File: config.mk
export PLATFORM = sky130hd
export DESIGN_NAME = emx_ctrl
export DESIGN_NICKNAME = d
export VERILOG_FILES = /design/src/emx_ctrl.v
export VERILOG_INCLUDE_DIRS = /design/src
export SDC_FILE = /design/constraint.sdc
export NUM_CORES = 1
export LEC_CHECK = 0
export BUFFER_PORTS_ARGS = -buffer_cell sky130_fd_sc_hd__buf_2
export CORE_MARGIN = 8
export CORE_UTILIZATION = 30
export CTS_CLUSTER_DIAMETER = 50
export CTS_CLUSTER_SIZE = 16
export DETAILED_ROUTE_END_ITERATION = 7
export PLACE_DENSITY = 0.52
export SLEW_MARGIN = 10
export SYNTH_ARGS = -nofsm -noshare
export SYNTH_HDL_FRONTEND = slang
export SYNTH_SLANG_ARGS = --single-unit
File: constraint.sdc
create_clock -name clk -period 2.1 [get_ports clk]
set_clock_uncertainty 0.1 [all_clocks]
set_input_delay 0.42 -clock clk [delete_from_list [all_inputs] [get_ports clk]]
set_output_delay 0.42 -clock clk [all_outputs]
set_load 0.01 [all_outputs]
File: src/emx_regs.vh
// Purpose: constants for the host-side controller of a three-state 8:1 selector
// Assumes: selector outputs are resolved on a shared net outside this design
// Notes:
`ifndef EMX_REGS_VH
`define EMX_REGS_VH
`define EMX_SEL_W 3
`define EMX_SRC_N 8
`define EMX_MAX_DEV 128
`define EMX_GAP_CYC 2
`endif

File: src/emx_ctrl.v
// Purpose: host controller driving a bank of three-state 8:1 selectors
// Assumes: one request at a time; enables of all selectors come from here
// Notes: switching enables passes through an all-off gap so low intervals never overlap
`timescale 1ns/1ps
`default_nettype none
`include "emx_regs.vh"
module emx_ctrl #(
   parameter DEV_N = 4,
   parameter DEV_W = 2,
   parameter GAP_CYC = `EMX_GAP_CYC
)(
   input wire clk, // 100 MHz clock
   input wire rst_n, // async reset, active low
   input wire req_valid, // one-cycle request pulse
   input wire [DEV_W-1:0] req_dev, // selector to enable
   input wire [`EMX_SEL_W-1:0] req_sel, // source within selector
   input wire req_off, // request all selectors off
   input wire req_func, // function generator mode
   input wire [`EMX_SRC_N-1:0] func_table, // 16-entry table low half for var d=0
   input wire [`EMX_SRC_N-1:0] func_table_hi, // table half for var d=1
   input wire [DEV_W-1:0] func_dev, // selector whose sources we drive
   output reg req_ready, // idle, may take a request
   output reg [`EMX_SEL_W-1:0] route_select, // select code to all selectors
   output reg [DEV_N-1:0] drive_enable_n, // per-selector enables, active low
   output reg [`EMX_SRC_N-1:0] source_inputs // data for a function-mode selector
);
   localparam ST_IDLE = 2'h0;
   localparam ST_GAP = 2'h1;
   localparam ST_ON = 2'h2;

   reg [1:0] state_reg;
   reg [1:0] state_next;
   reg [7:0] gap_reg;
   reg [7:0] gap_next;
   reg [DEV_W-1:0] dev_reg;
   reg [DEV_W-1:0] dev_next;
   reg off_reg;
   reg off_next;
   reg ready_next;
   reg [`EMX_SEL_W-1:0] sel_next;
   reg [DEV_N-1:0] en_next;
   reg [`EMX_SRC_N-1:0] src_next;

   // one enable low, the rest high
   function [DEV_N-1:0] onehot_n;
      input [DEV_W-1:0] d;
      integer k;
      begin
         for (k = 0; k < DEV_N; k = k + 1)
            onehot_n[k] = (d == k[DEV_W-1:0]) ? 1'b0 : 1'b1;
      end
   endfunction

   // gap length, at least one cycle so the all-off phase never vanishes
   function [7:0] gap_load;
      input integer cyc;
      integer c;
      begin
         c = cyc;
         if (c < 1)
            c = 1;
         gap_load = c[7:0];
      end
   endfunction

   // the fourth variable is not a port here, so entries that depend on it read 0
   function [`EMX_SRC_N-1:0] table_sources;
      input [`EMX_SRC_N-1:0] lo;
      input [`EMX_SRC_N-1:0] hi;
      integer k;
      begin
         for (k = 0; k < `EMX_SRC_N; k = k + 1)
            table_sources[k] = (lo[k] == hi[k]) ? lo[k] : 1'b0;
      end
   endfunction

   always @*
   begin
      state_next = state_reg;
      gap_next = gap_reg;
      dev_next = dev_reg;
      off_next = off_reg;
      ready_next = req_ready;
      sel_next = route_select;
      en_next = drive_enable_n;
      src_next = source_inputs;
      case (state_reg)
         ST_IDLE:
         begin
            ready_next = 1'b1;
            if (req_valid && req_ready)
            begin
               ready_next = 1'b0;
               // all enables high first so no two selectors drive together
               en_next = {DEV_N{1'b1}};
               sel_next = req_sel;
               dev_next = req_func ? func_dev : req_dev;
               off_next = req_off;
               if (req_func)
                  src_next = table_sources(func_table, func_table_hi);
               gap_next = gap_load(GAP_CYC);
               state_next = ST_GAP;
            end
         end
         ST_GAP:
         begin
            if (gap_reg <= 8'h01)
               state_next = ST_ON;
            else
               gap_next = gap_reg - 8'h01;
         end
         ST_ON:
         begin
            // only leave the all-off state, never swap one low enable for another
            if (!off_reg && (&drive_enable_n))
               en_next = onehot_n(dev_reg);
            ready_next = 1'b1;
            state_next = ST_IDLE;
         end
         default:
         begin
            en_next = {DEV_N{1'b1}};
            ready_next = 1'b0;
            state_next = ST_IDLE;
         end
      endcase
   end

   always @(posedge clk or negedge rst_n)
   begin
      if (!rst_n)
      begin
         state_reg <= ST_IDLE;
      end
      else
      begin
         state_reg <= state_next;
      end
   end

   always @(posedge clk or negedge rst_n)
   begin
      if (!rst_n)
      begin
         gap_reg <= 8'h00;
      end
      else
      begin
         gap_reg <= gap_next;
      end
   end

   always @(posedge clk or negedge rst_n)
   begin
      if (!rst_n)
      begin
         dev_reg <= {DEV_W{1'b0}};
      end
      else
      begin
         dev_reg <= dev_next;
      end
   end

   always @(posedge clk or negedge rst_n)
   begin
      if (!rst_n)
      begin
         off_reg <= 1'b1;
      end
      else
      begin
         off_reg <= off_next;
      end
   end

   always @(posedge clk or negedge rst_n)
   begin
      if (!rst_n)
      begin
         req_ready <= 1'b0;
      end
      else
      begin
         req_ready <= ready_next;
      end
   end

   always @(posedge clk or negedge rst_n)
   begin
      if (!rst_n)
      begin
         route_select <= {`EMX_SEL_W{1'b0}};
      end
      else
      begin
         route_select <= sel_next;
      end
   end

   // reset floats every selector on the shared net
   always @(posedge clk or negedge rst_n)
   begin
      if (!rst_n)
      begin
         drive_enable_n <= {DEV_N{1'b1}};
      end
      else
      begin
         drive_enable_n <= en_next;
      end
   end

   always @(posedge clk or negedge rst_n)
   begin
      if (!rst_n)
      begin
         source_inputs <= {`EMX_SRC_N{1'b0}};
      end
      else
      begin
         source_inputs <= src_next;
      end
   end
endmodule
`default_nettype wire

# Word level (Yosys, flattened, before mapping)
# Index checks and enable logic that the tools add are counted.
[classes]
mul = 0
div_mod_pow = 0
n_eq_ne = 17
n_bitwise = 1
n_mux = 24
reduce_logical = 12
n_shift = 0
add_sub_neg = 1
magnitude_cmp = 1
[ops]
columns = ["cell", "count"]
rows = [
  ["$mux 8", 2],
  ["$pmux 8 s2", 1],
  ["$mux 1", 13],
  ["$pmux 4 s3", 1],
  ["$reduce_and 3->1", 3],
  ["$eq 1x1->1", 8],
  ["$le 8x1->1 const B", 1],
  ["$mux 4", 2],
  ["$ne 2x2->1 const B", 4],
  ["$sub 8x1->8 const B", 1],
  ["$eq 2x2->1 const B", 3],
  ["$mux 2", 3],
  ["$eq 2x1->1 const B", 2],
  ["$logic_not 2->1", 2],
  ["$pmux 2 s2", 1],
  ["$reduce_and 2->1", 2],
  ["$reduce_and 4->1", 1],
  ["$pmux 1 s3", 1],
  ["$logic_and 1x1->1", 2],
  ["$reduce_bool 2->1", 1],
  ["$logic_not 1->1", 1],
  ["$not 1->1", 1],
]
[word_totals]
output_inout_bits = 16
ramBits = 0
word_cells = 64
register_bits = 29
latch_bits = 0
memories = 0
romBits = 0

# Depth between registers and ports, before layout
# Gate-level depths: netlist (run 1).
[logic_depth]
depth_word = 4
ltp_mapped = 7
depth_no_buf = 6

# Least setup slack after synthesis (run 1)
# Ideal clock, no wire load.
[synth_timing]
kind = "register to register"
startpoint = "register state_reg[1]"
endpoint = "register drive_enable_n[0]"
synth_period_minus_slack_ps = 1580
required_time_ps = 1918
path_slack_ps = 520
arrival_time_ps = 1398
setup_ps = 82
stages_incl_launch_ff = 7
cell_sequence = "dfrtp_1 buf_6 nor4bb_1 buf_2 a21oi_1 o21ai_2 mux2_2"
[synth_via]
elab_chain_len = 3
[synth_rtl]
columns = ["item", "line_no", "source"]
rows = [
  ["start: declaration", "emx_ctrl.v:31", "reg [1:0] state_reg;"],
  ["start signal: assignment", "emx_ctrl.v:137", "state_reg <= state_next;"],
  ["$eq 2x2->1 (tied with other cells)", "emx_ctrl.v:87", "case (state_reg)"],
  ["$ne 2x2->1 (no source line) or $not 1->1 (tied branches)", "n/a", ""],
  ["$reduce_and 3->1 (no source line)", "n/a", ""],
  ["end signal: assignment", "emx_ctrl.v:206", "drive_enable_n <= {DEV_N{1'b1}};"],
  ["end signal: assignment", "emx_ctrl.v:210", "drive_enable_n <= en_next;"],
  ["end: declaration", "emx_ctrl.v:24", "output reg [DEV_N-1:0] drive_enable_n,"],
]
# Parallel ways exist; a longest one is shown, timed or not.
# A chain may end at the register's enable or synchronous reset.

# Final worst setup path (run 1)
[layout_timing]
startpoint = "register state_reg[1]"
endpoint = "register source_inputs[2]"
[layout_via]
elab_chain_len = 2
[layout_rtl]
columns = ["item", "line_no", "source"]
rows = [
  ["$logic_not 2->1", "emx_ctrl.v:87", ""],
  ["$reduce_and 3->1 (no source line)", "n/a", ""],
  ["end signal: assignment", "emx_ctrl.v:218", "source_inputs <= {`EMX_SRC_N{1'b0}};"],
  ["end signal: assignment", "emx_ctrl.v:222", "source_inputs <= src_next;"],
  ["end: declaration", "emx_ctrl.v:25", "output reg [`EMX_SRC_N-1:0] source_inputs"],
]
# Every way passes these cells.

==> results_dict.tcl, run 1 <==
set metrics [dict create \
    drive_above_1_share_pct 37.4 \
    cp-startpoint "state_reg[1]" \
    num_vias 1114 \
    fmax_ghz 0.560 \
    detail_route.drc_violations 0 \
    grt_max_degree 30 \
    sw_frac_of_total_pct 38.6 \
    syn_to_final_growth_pct 26.9 \
    grt_pass1_wl_um 5480 \
    ff2ff_setup_slack_ns 0.31 \
    cp.required_ns 2.14 \
    leakage_uw 0.000826 \
    stdcell_area_um2 1710 \
    rows 24 \
    syn-instance-count 134 \
    wl_um 3140 \
    globalplace.congestion 0.735 \
    antenna_left 0 \
    cts.clk_slew.worst_paths_ns 0.06 \
    p_int_uw 1450 \
    cts_setup_buffers 0 \
    track_usage_pct 9.66 \
    port_buffers 43 \
    p_seq_share_pct 42.5 \
    cts_tree "done" \
    p_switching_uw 909 \
    clock-sinks 29 \
    hold_viol 0 \
    stdcell_count 234 \
    setup_violations 0 \
    wire_per_inst_um 13.4 \
    ios 44 \
    end_kind "register" \
    diodes 0 \
    status "finished clean" \
    comb_power_share_pct 39.2 \
    period_minus_slack_ns 1.79 \
    firstDrtPassIters 4 \
    numCtsBuffers 5 \
    synth-seq-cells 29 \
    critical_path.cell_chain "nor4bb_2, buf_12, nand2_2, nand2_1, o21ai_0" \
    hold_buffers 0 \
    hpwl_um 2460 \
    p_clk_share_pct 18.3 \
    dieArea_um2 6910 \
    crit_cells 5 \
    finalCritPeriodShare_pct 85.1 \
    setup_tns_ns 0 \
    place_area_um2 1630 \
    drv_cap 0 \
    hp-class "in2async" \
    die_h_um 83.1 \
    cts_resized 0 \
    dp_cells 226 \
    crit_arrival_ns 1.83 \
    insertion_delay_ns 0.28 \
    chipWidth_um 83.1 \
    post-place-ws_ns 0.288 \
    ys_types 34 \
    yosysSeqAreaShare_pct 54.2 \
    nNetsFinal 211 \
    start_util_pct 31.0 \
    grt_pass1_vias 1183 \
    rsz0062_at_grt "false" \
    p_per_area_nw_per_um2 1370 \
    timing.final.ws_setup_ns 0.313 \
    crit_family "simple AND/OR/NAND/NOR gates" \
    cpMaxStageDelayCell "nor4bb_2" \
    synthesis.area_um2 1350 \
    h-tree-depth 2 \
    cts_max_path_buffers 2 \
    worst_pin_slew_ns 0.633 \
    syn_area_per_cell_um2 10.1 \
    yosys_warnings 0 \
    grt-ovfl-total 0 \
    viasPerCell 4.76 \
    vdd_drop_max_v 0.000537 \
    cts-root-buf "clkbuf_8" \
    first_iter_violations 45 \
    cp-start-kind "register" \
    critPathMaxFanout 16 \
    worstReg2RegStart "state_reg[1]" \
    finalPower_uw 2360 \
    worstSetupPathType "reg2reg" \
    r2r_cells 5 \
    syn_nets 164 \
    timing.slew.headroom_pct 57.8 \
    worst-path-buf-inv 1 \
    core_um2 4350 \
    worst_path_largest_cell_delay_ns 0.50 \
    slew_viol_final 0 \
    antenna_found_initial 0 \
]
## layer usage
| metal | part of all wire, % | GRT usage, % | vias up |
|---|---|---|---|
| met5 | 0 | 0 | - |
| met4 | 2.4 | 5.75 | 0 |
| met3 | 4.9 | 3.22 | 6 |
| met2 | 52 | 16.4 | 23 |
| met1 | 40 | 10.1 | 532 |
| li1 | - | - | 553 |
## kinds of logic after synthesis
group	after synthesis	share of synthesized area [%]
flops	29	54.2
buf+inv	6	2.50
mux	8	6.30
compound gates	22	9.54
simple gates	67	25.7
fa+ha+maj	2	1.85
## through the flow
stage / hold slack (ns) / util [%]
after global routing: 0.108 / 39.4
after CTS: 0.0820 / 39.4
after floorplan: 0.0244 / -
after global placement: 0.351 / 37.5
final: 0.0567 / 39.4
after detailed placement: 0.353 / 37.5
## final cells by class
class	count	area (µm²)
repair buffers	44	235
flip-flops and latches	29	732
fillers	443	2640
multi-input cells	99	592
well taps	52	65.1
clock inverters	2	10.0
clock buffers	6	72.6
inverters	2	7.51
## power by group through the flow
stage | combinational (µW) | clock, µW | sequential [µW]
finish | 925 | 430 | 1000
floorplan | 627 | 0 | 1000
detailed placement | 943 | 0 | 1010
global placement | 921 | 0 | 1000
global route | 1050 | 485 | 1040
CTS | 947 | 452 | 1000
## Yosys cell counts (all sizes together)
library cell | number | area share [%]
nand2 | 37 | 10
dfrtp | 24 | 44
o21ai | 10 | 4.0
nor2 | 8 | 2.4
a21oi | 7 | 2.6
dfstp | 5 | 9.7
buf | 4 | 1.9
mux2 | 4 | 3.3
mux2i | 4 | 3.0
nand3 | 4 | 1.5
or3 | 3 | 1.4
ha | 2 | 1.9
inv | 2 | 0.56
nand2b | 2 | 0.93
nand4b | 2 | 1.3
nor3 | 2 | 1.6
o31ai | 2 | 1.1
a211o | 1 | 0.65
a21boi | 1 | 0.56
and3 | 1 | 0.46
nand4 | 1 | 0.46
nor2b | 1 | 0.46
nor4b | 1 | 1.8
nor4bb | 1 | 0.74
o311ai | 1 | 0.65
or2 | 1 | 0.46
or2b | 1 | 0.56
or3b | 1 | 0.65
or4 | 1 | 0.56
## cells in the final DEF (no fill, tap or decap), types with 2 or more instances in the layout
cell type	netlist	routed
buf_2	3	43
nand2_1	36	36
dfrtp_1	24	24
o21ai_0	9	9
a21oi_1	7	7
nor2_1	7	7
clkbuf_8	0	5
dfstp_2	5	5
mux2_2	4	4
nand3_1	4	4
mux2i_1	4	4
or3_1	3	3
inv_1	2	2
nand4b_1	2	2
o31ai_1	2	2
nand2b_1	2	2
ha_1	2	2
clkinv_2	0	2
## worst paths after layout
path | to
worst max-delay path | source_inputs[2]
worst min-delay path | gap_reg[4]
worst max register to register | source_inputs[2]
worst min register to register | off_reg
max in group asynchronous | req_ready
min in group clk | off_reg
Note: power is estimated with default switching activity, not from simulation.
==> run 2, diff against run 1 <==
--- a/config.mk
+++ b/config.mk
@@ -7,13 +7,13 @@
 export NUM_CORES = 1
 export LEC_CHECK = 0
 export BUFFER_PORTS_ARGS = -buffer_cell sky130_fd_sc_hd__buf_2
+export CORE_ASPECT_RATIO = 0.5
 export CORE_MARGIN = 8
 export CORE_UTILIZATION = 30
 export CTS_CLUSTER_DIAMETER = 50
 export CTS_CLUSTER_SIZE = 16
 export DETAILED_ROUTE_END_ITERATION = 7
 export PLACE_DENSITY = 0.52
-export SLEW_MARGIN = 10
 export SYNTH_ARGS = -nofsm -noshare
 export SYNTH_HDL_FRONTEND = slang
 export SYNTH_SLANG_ARGS = --single-unit
==> constraint.sdc (replaced) <==
create_clock -name clk -period 2.3 [get_ports clk]
set_clock_uncertainty 0.1 [all_clocks]
set_input_delay 0.46 -clock clk [delete_from_list [all_inputs] [get_ports clk]]
set_output_delay 0.46 -clock clk [all_outputs]
set_load 0.01 [all_outputs]
==> run 2 against run 1 <==
First-iteration DRC count grew 29%. Global-route usage shrank 1.0 points. Critical path depth shrank 1. Fmax shrank 1.6%. Cell count grew 2.6%. Core utilization grew 0.14 points. Worst setup slack gained 0.17 ns. Total power shrank 7.8%. Wire length shrank 3.6%. Clock power is essentially flat. Critical endpoint is now drive_enable_n[3].
==> results_dict.tcl, run 2 (same netlist as run 1, synthesis figures left out) <==
set metrics [dict create \
    worstSetupPathType "reg2reg" \
    setup_tns_ns 0 \
    viasPerCell 4.49 \
    hold_viol 0 \
    antenna_left 0 \
    worst_path_largest_cell_delay_ns 0.55 \
    cpMaxStageDelayCell "nor4bb_2" \
    cp.required_ns 2.40 \
    regArea_um2 732 \
    status "finished clean" \
    cts_setup_buffers 0 \
    grt-ovfl-total 0 \
    chipWidth_um 111 \
    cts_tree "done" \
    r2r_cells 4 \
    worstReg2RegStart "state_reg[1]" \
    hpwl_um 2250 \
    mostFrequentLayoutCell "buf_2" \
    cts.clk_slew.worst_paths_ns 0.06 \
    drv_cap 0 \
    num_vias 1078 \
    end_kind "register" \
    grt_pass1_vias 1136 \
    rows 17 \
    final_cell_mix "buf_2 (43), nand2_1 (36), dfrtp_1 (24)" \
    start_util_pct 31.0 \
    worst_pin_slew_ns 0.651 \
    critical_path.cell_chain "nor4bb_2, a21oi_1, o21ai_2, mux2_2" \
    stdcell_area_um2 1720 \
    syn_to_final_growth_pct 27.5 \
    critPathMaxFanout 9 \
    multi_input_area_um2 592 \
    port_buffers 43 \
    wire_per_inst_um 12.6 \
    first_iter_violations 58 \
    drive_above_1_share_pct 37.2 \
    cts-root-buf "clkbuf_8" \
    setup_violations 0 \
    core_um2 4360 \
    ff2ff_setup_slack_ns 0.48 \
    timing.slew.headroom_pct 56.6 \
    period_minus_slack_ns 1.82 \
    rsz0062_at_grt "false" \
    leakage_uw 0.000828 \
    ios 44 \
    crit_arrival_ns 1.92 \
    die_h_um 63.5 \
    diodes 0 \
    hold_buffers 0 \
    cts_resized 0 \
    wl_um 3030 \
    insertion_delay_ns 0.28 \
    worst-path-buf-inv 0 \
    firstDrtPassIters 4 \
    detail_route.drc_violations 0 \
    cts_max_path_buffers 2 \
    nNetsFinal 212 \
    grt_pass1_wl_um 4990 \
    crit_family "simple AND/OR/NAND/NOR gates" \
    cp-start-kind "register" \
    fmax_ghz 0.550 \
    track_usage_pct 8.66 \
    fillers 432 \
    vdd_drop_max_v 0.000428 \
    grt_max_degree 30 \
    antenna_found_initial 0 \
    finalCritPeriodShare_pct 79.0 \
    dieArea_um2 7040 \
    place_area_um2 1630 \
    r2r-end "drive_enable_n[3]" \
    globalplace.congestion 0.752 \
    p_per_area_nw_per_um2 1260 \
    slew_viol_final 0 \
    clock-sinks 29 \
    numCtsBuffers 5 \
    hp-class "in2async" \
    h-tree-depth 2 \
]
[run 2: layout make-up]
type                       count  share of cell area [%]
inverter                       2                   0.436
sequential                    29                    42.5
multi-input combinational     99                    34.4
timing repair buffer          45                    13.4
tap                           57                    4.14
clock buffer                   8                    5.23
[run 2: routing by layer]
| layer | GRT usage, % | up-vias | share of wire (%) |
|---|---|---|---|
| met5 | 0 | - | 0 |
| met4 | 5.01 | 0 | 1.6 |
| met2 | 14.0 | 24 | 45 |
| met1 | 9.46 | 494 | 48 |
| li1 | - | 556 | - |
| met3 | 3.59 | 4 | 5.3 |
[run 2: where the power goes]
part / total, µW / internal [µW] / switching, µW / leakage, µW
Combinational: 834 / 381 / 452 / 0.000426
Sequential: 910 / 722 / 188 / 0.000357
Clock: 429 / 244 / 185 / 0.0000455
[run 2: metrics by stage]
step | hold WS [ns] | total power [µW] | util (%) | std cells | setup WS (ns)
final | 0.108 | 2170 | 39.5 | 240 | 0.483
after global routing | 0.172 | 2340 | 39.5 | 240 | 0.302
after CTS | 0.131 | 2210 | 39.5 | 240 | 0.464
after detailed placement | 0.347 | 1760 | 37.4 | 232 | 0.472
after global placement | 0.350 | 1760 | 37.4 | 232 | 0.586
after floorplan | 0.0644 | 1490 | - | 134 | 0.720
[run 2: worst max path at each step]
stage / end / cells after the start / startpoint / slack, ns
floorplan: drive_enable_n[0] / 6 / state_reg[1] / 0.72
global placement: gap_reg[7] / 4 / state_reg[1] / 0.59
detailed placement: drive_enable_n[3] / 4 / state_reg[1] / 0.47
CTS: drive_enable_n[3] / 4 / state_reg[1] / 0.46
global route: source_inputs[1] / 4 / state_reg[1] / 0.30
finish: drive_enable_n[3] / 4 / state_reg[1] / 0.48
[run 2: worst register-to-register path: stages (launching register included)]
cell	delay (ns)
dfrtp_1	0.50
nor4bb_2	0.55
a21oi_1	0.10
o21ai_2	0.13
mux2_2	0.36
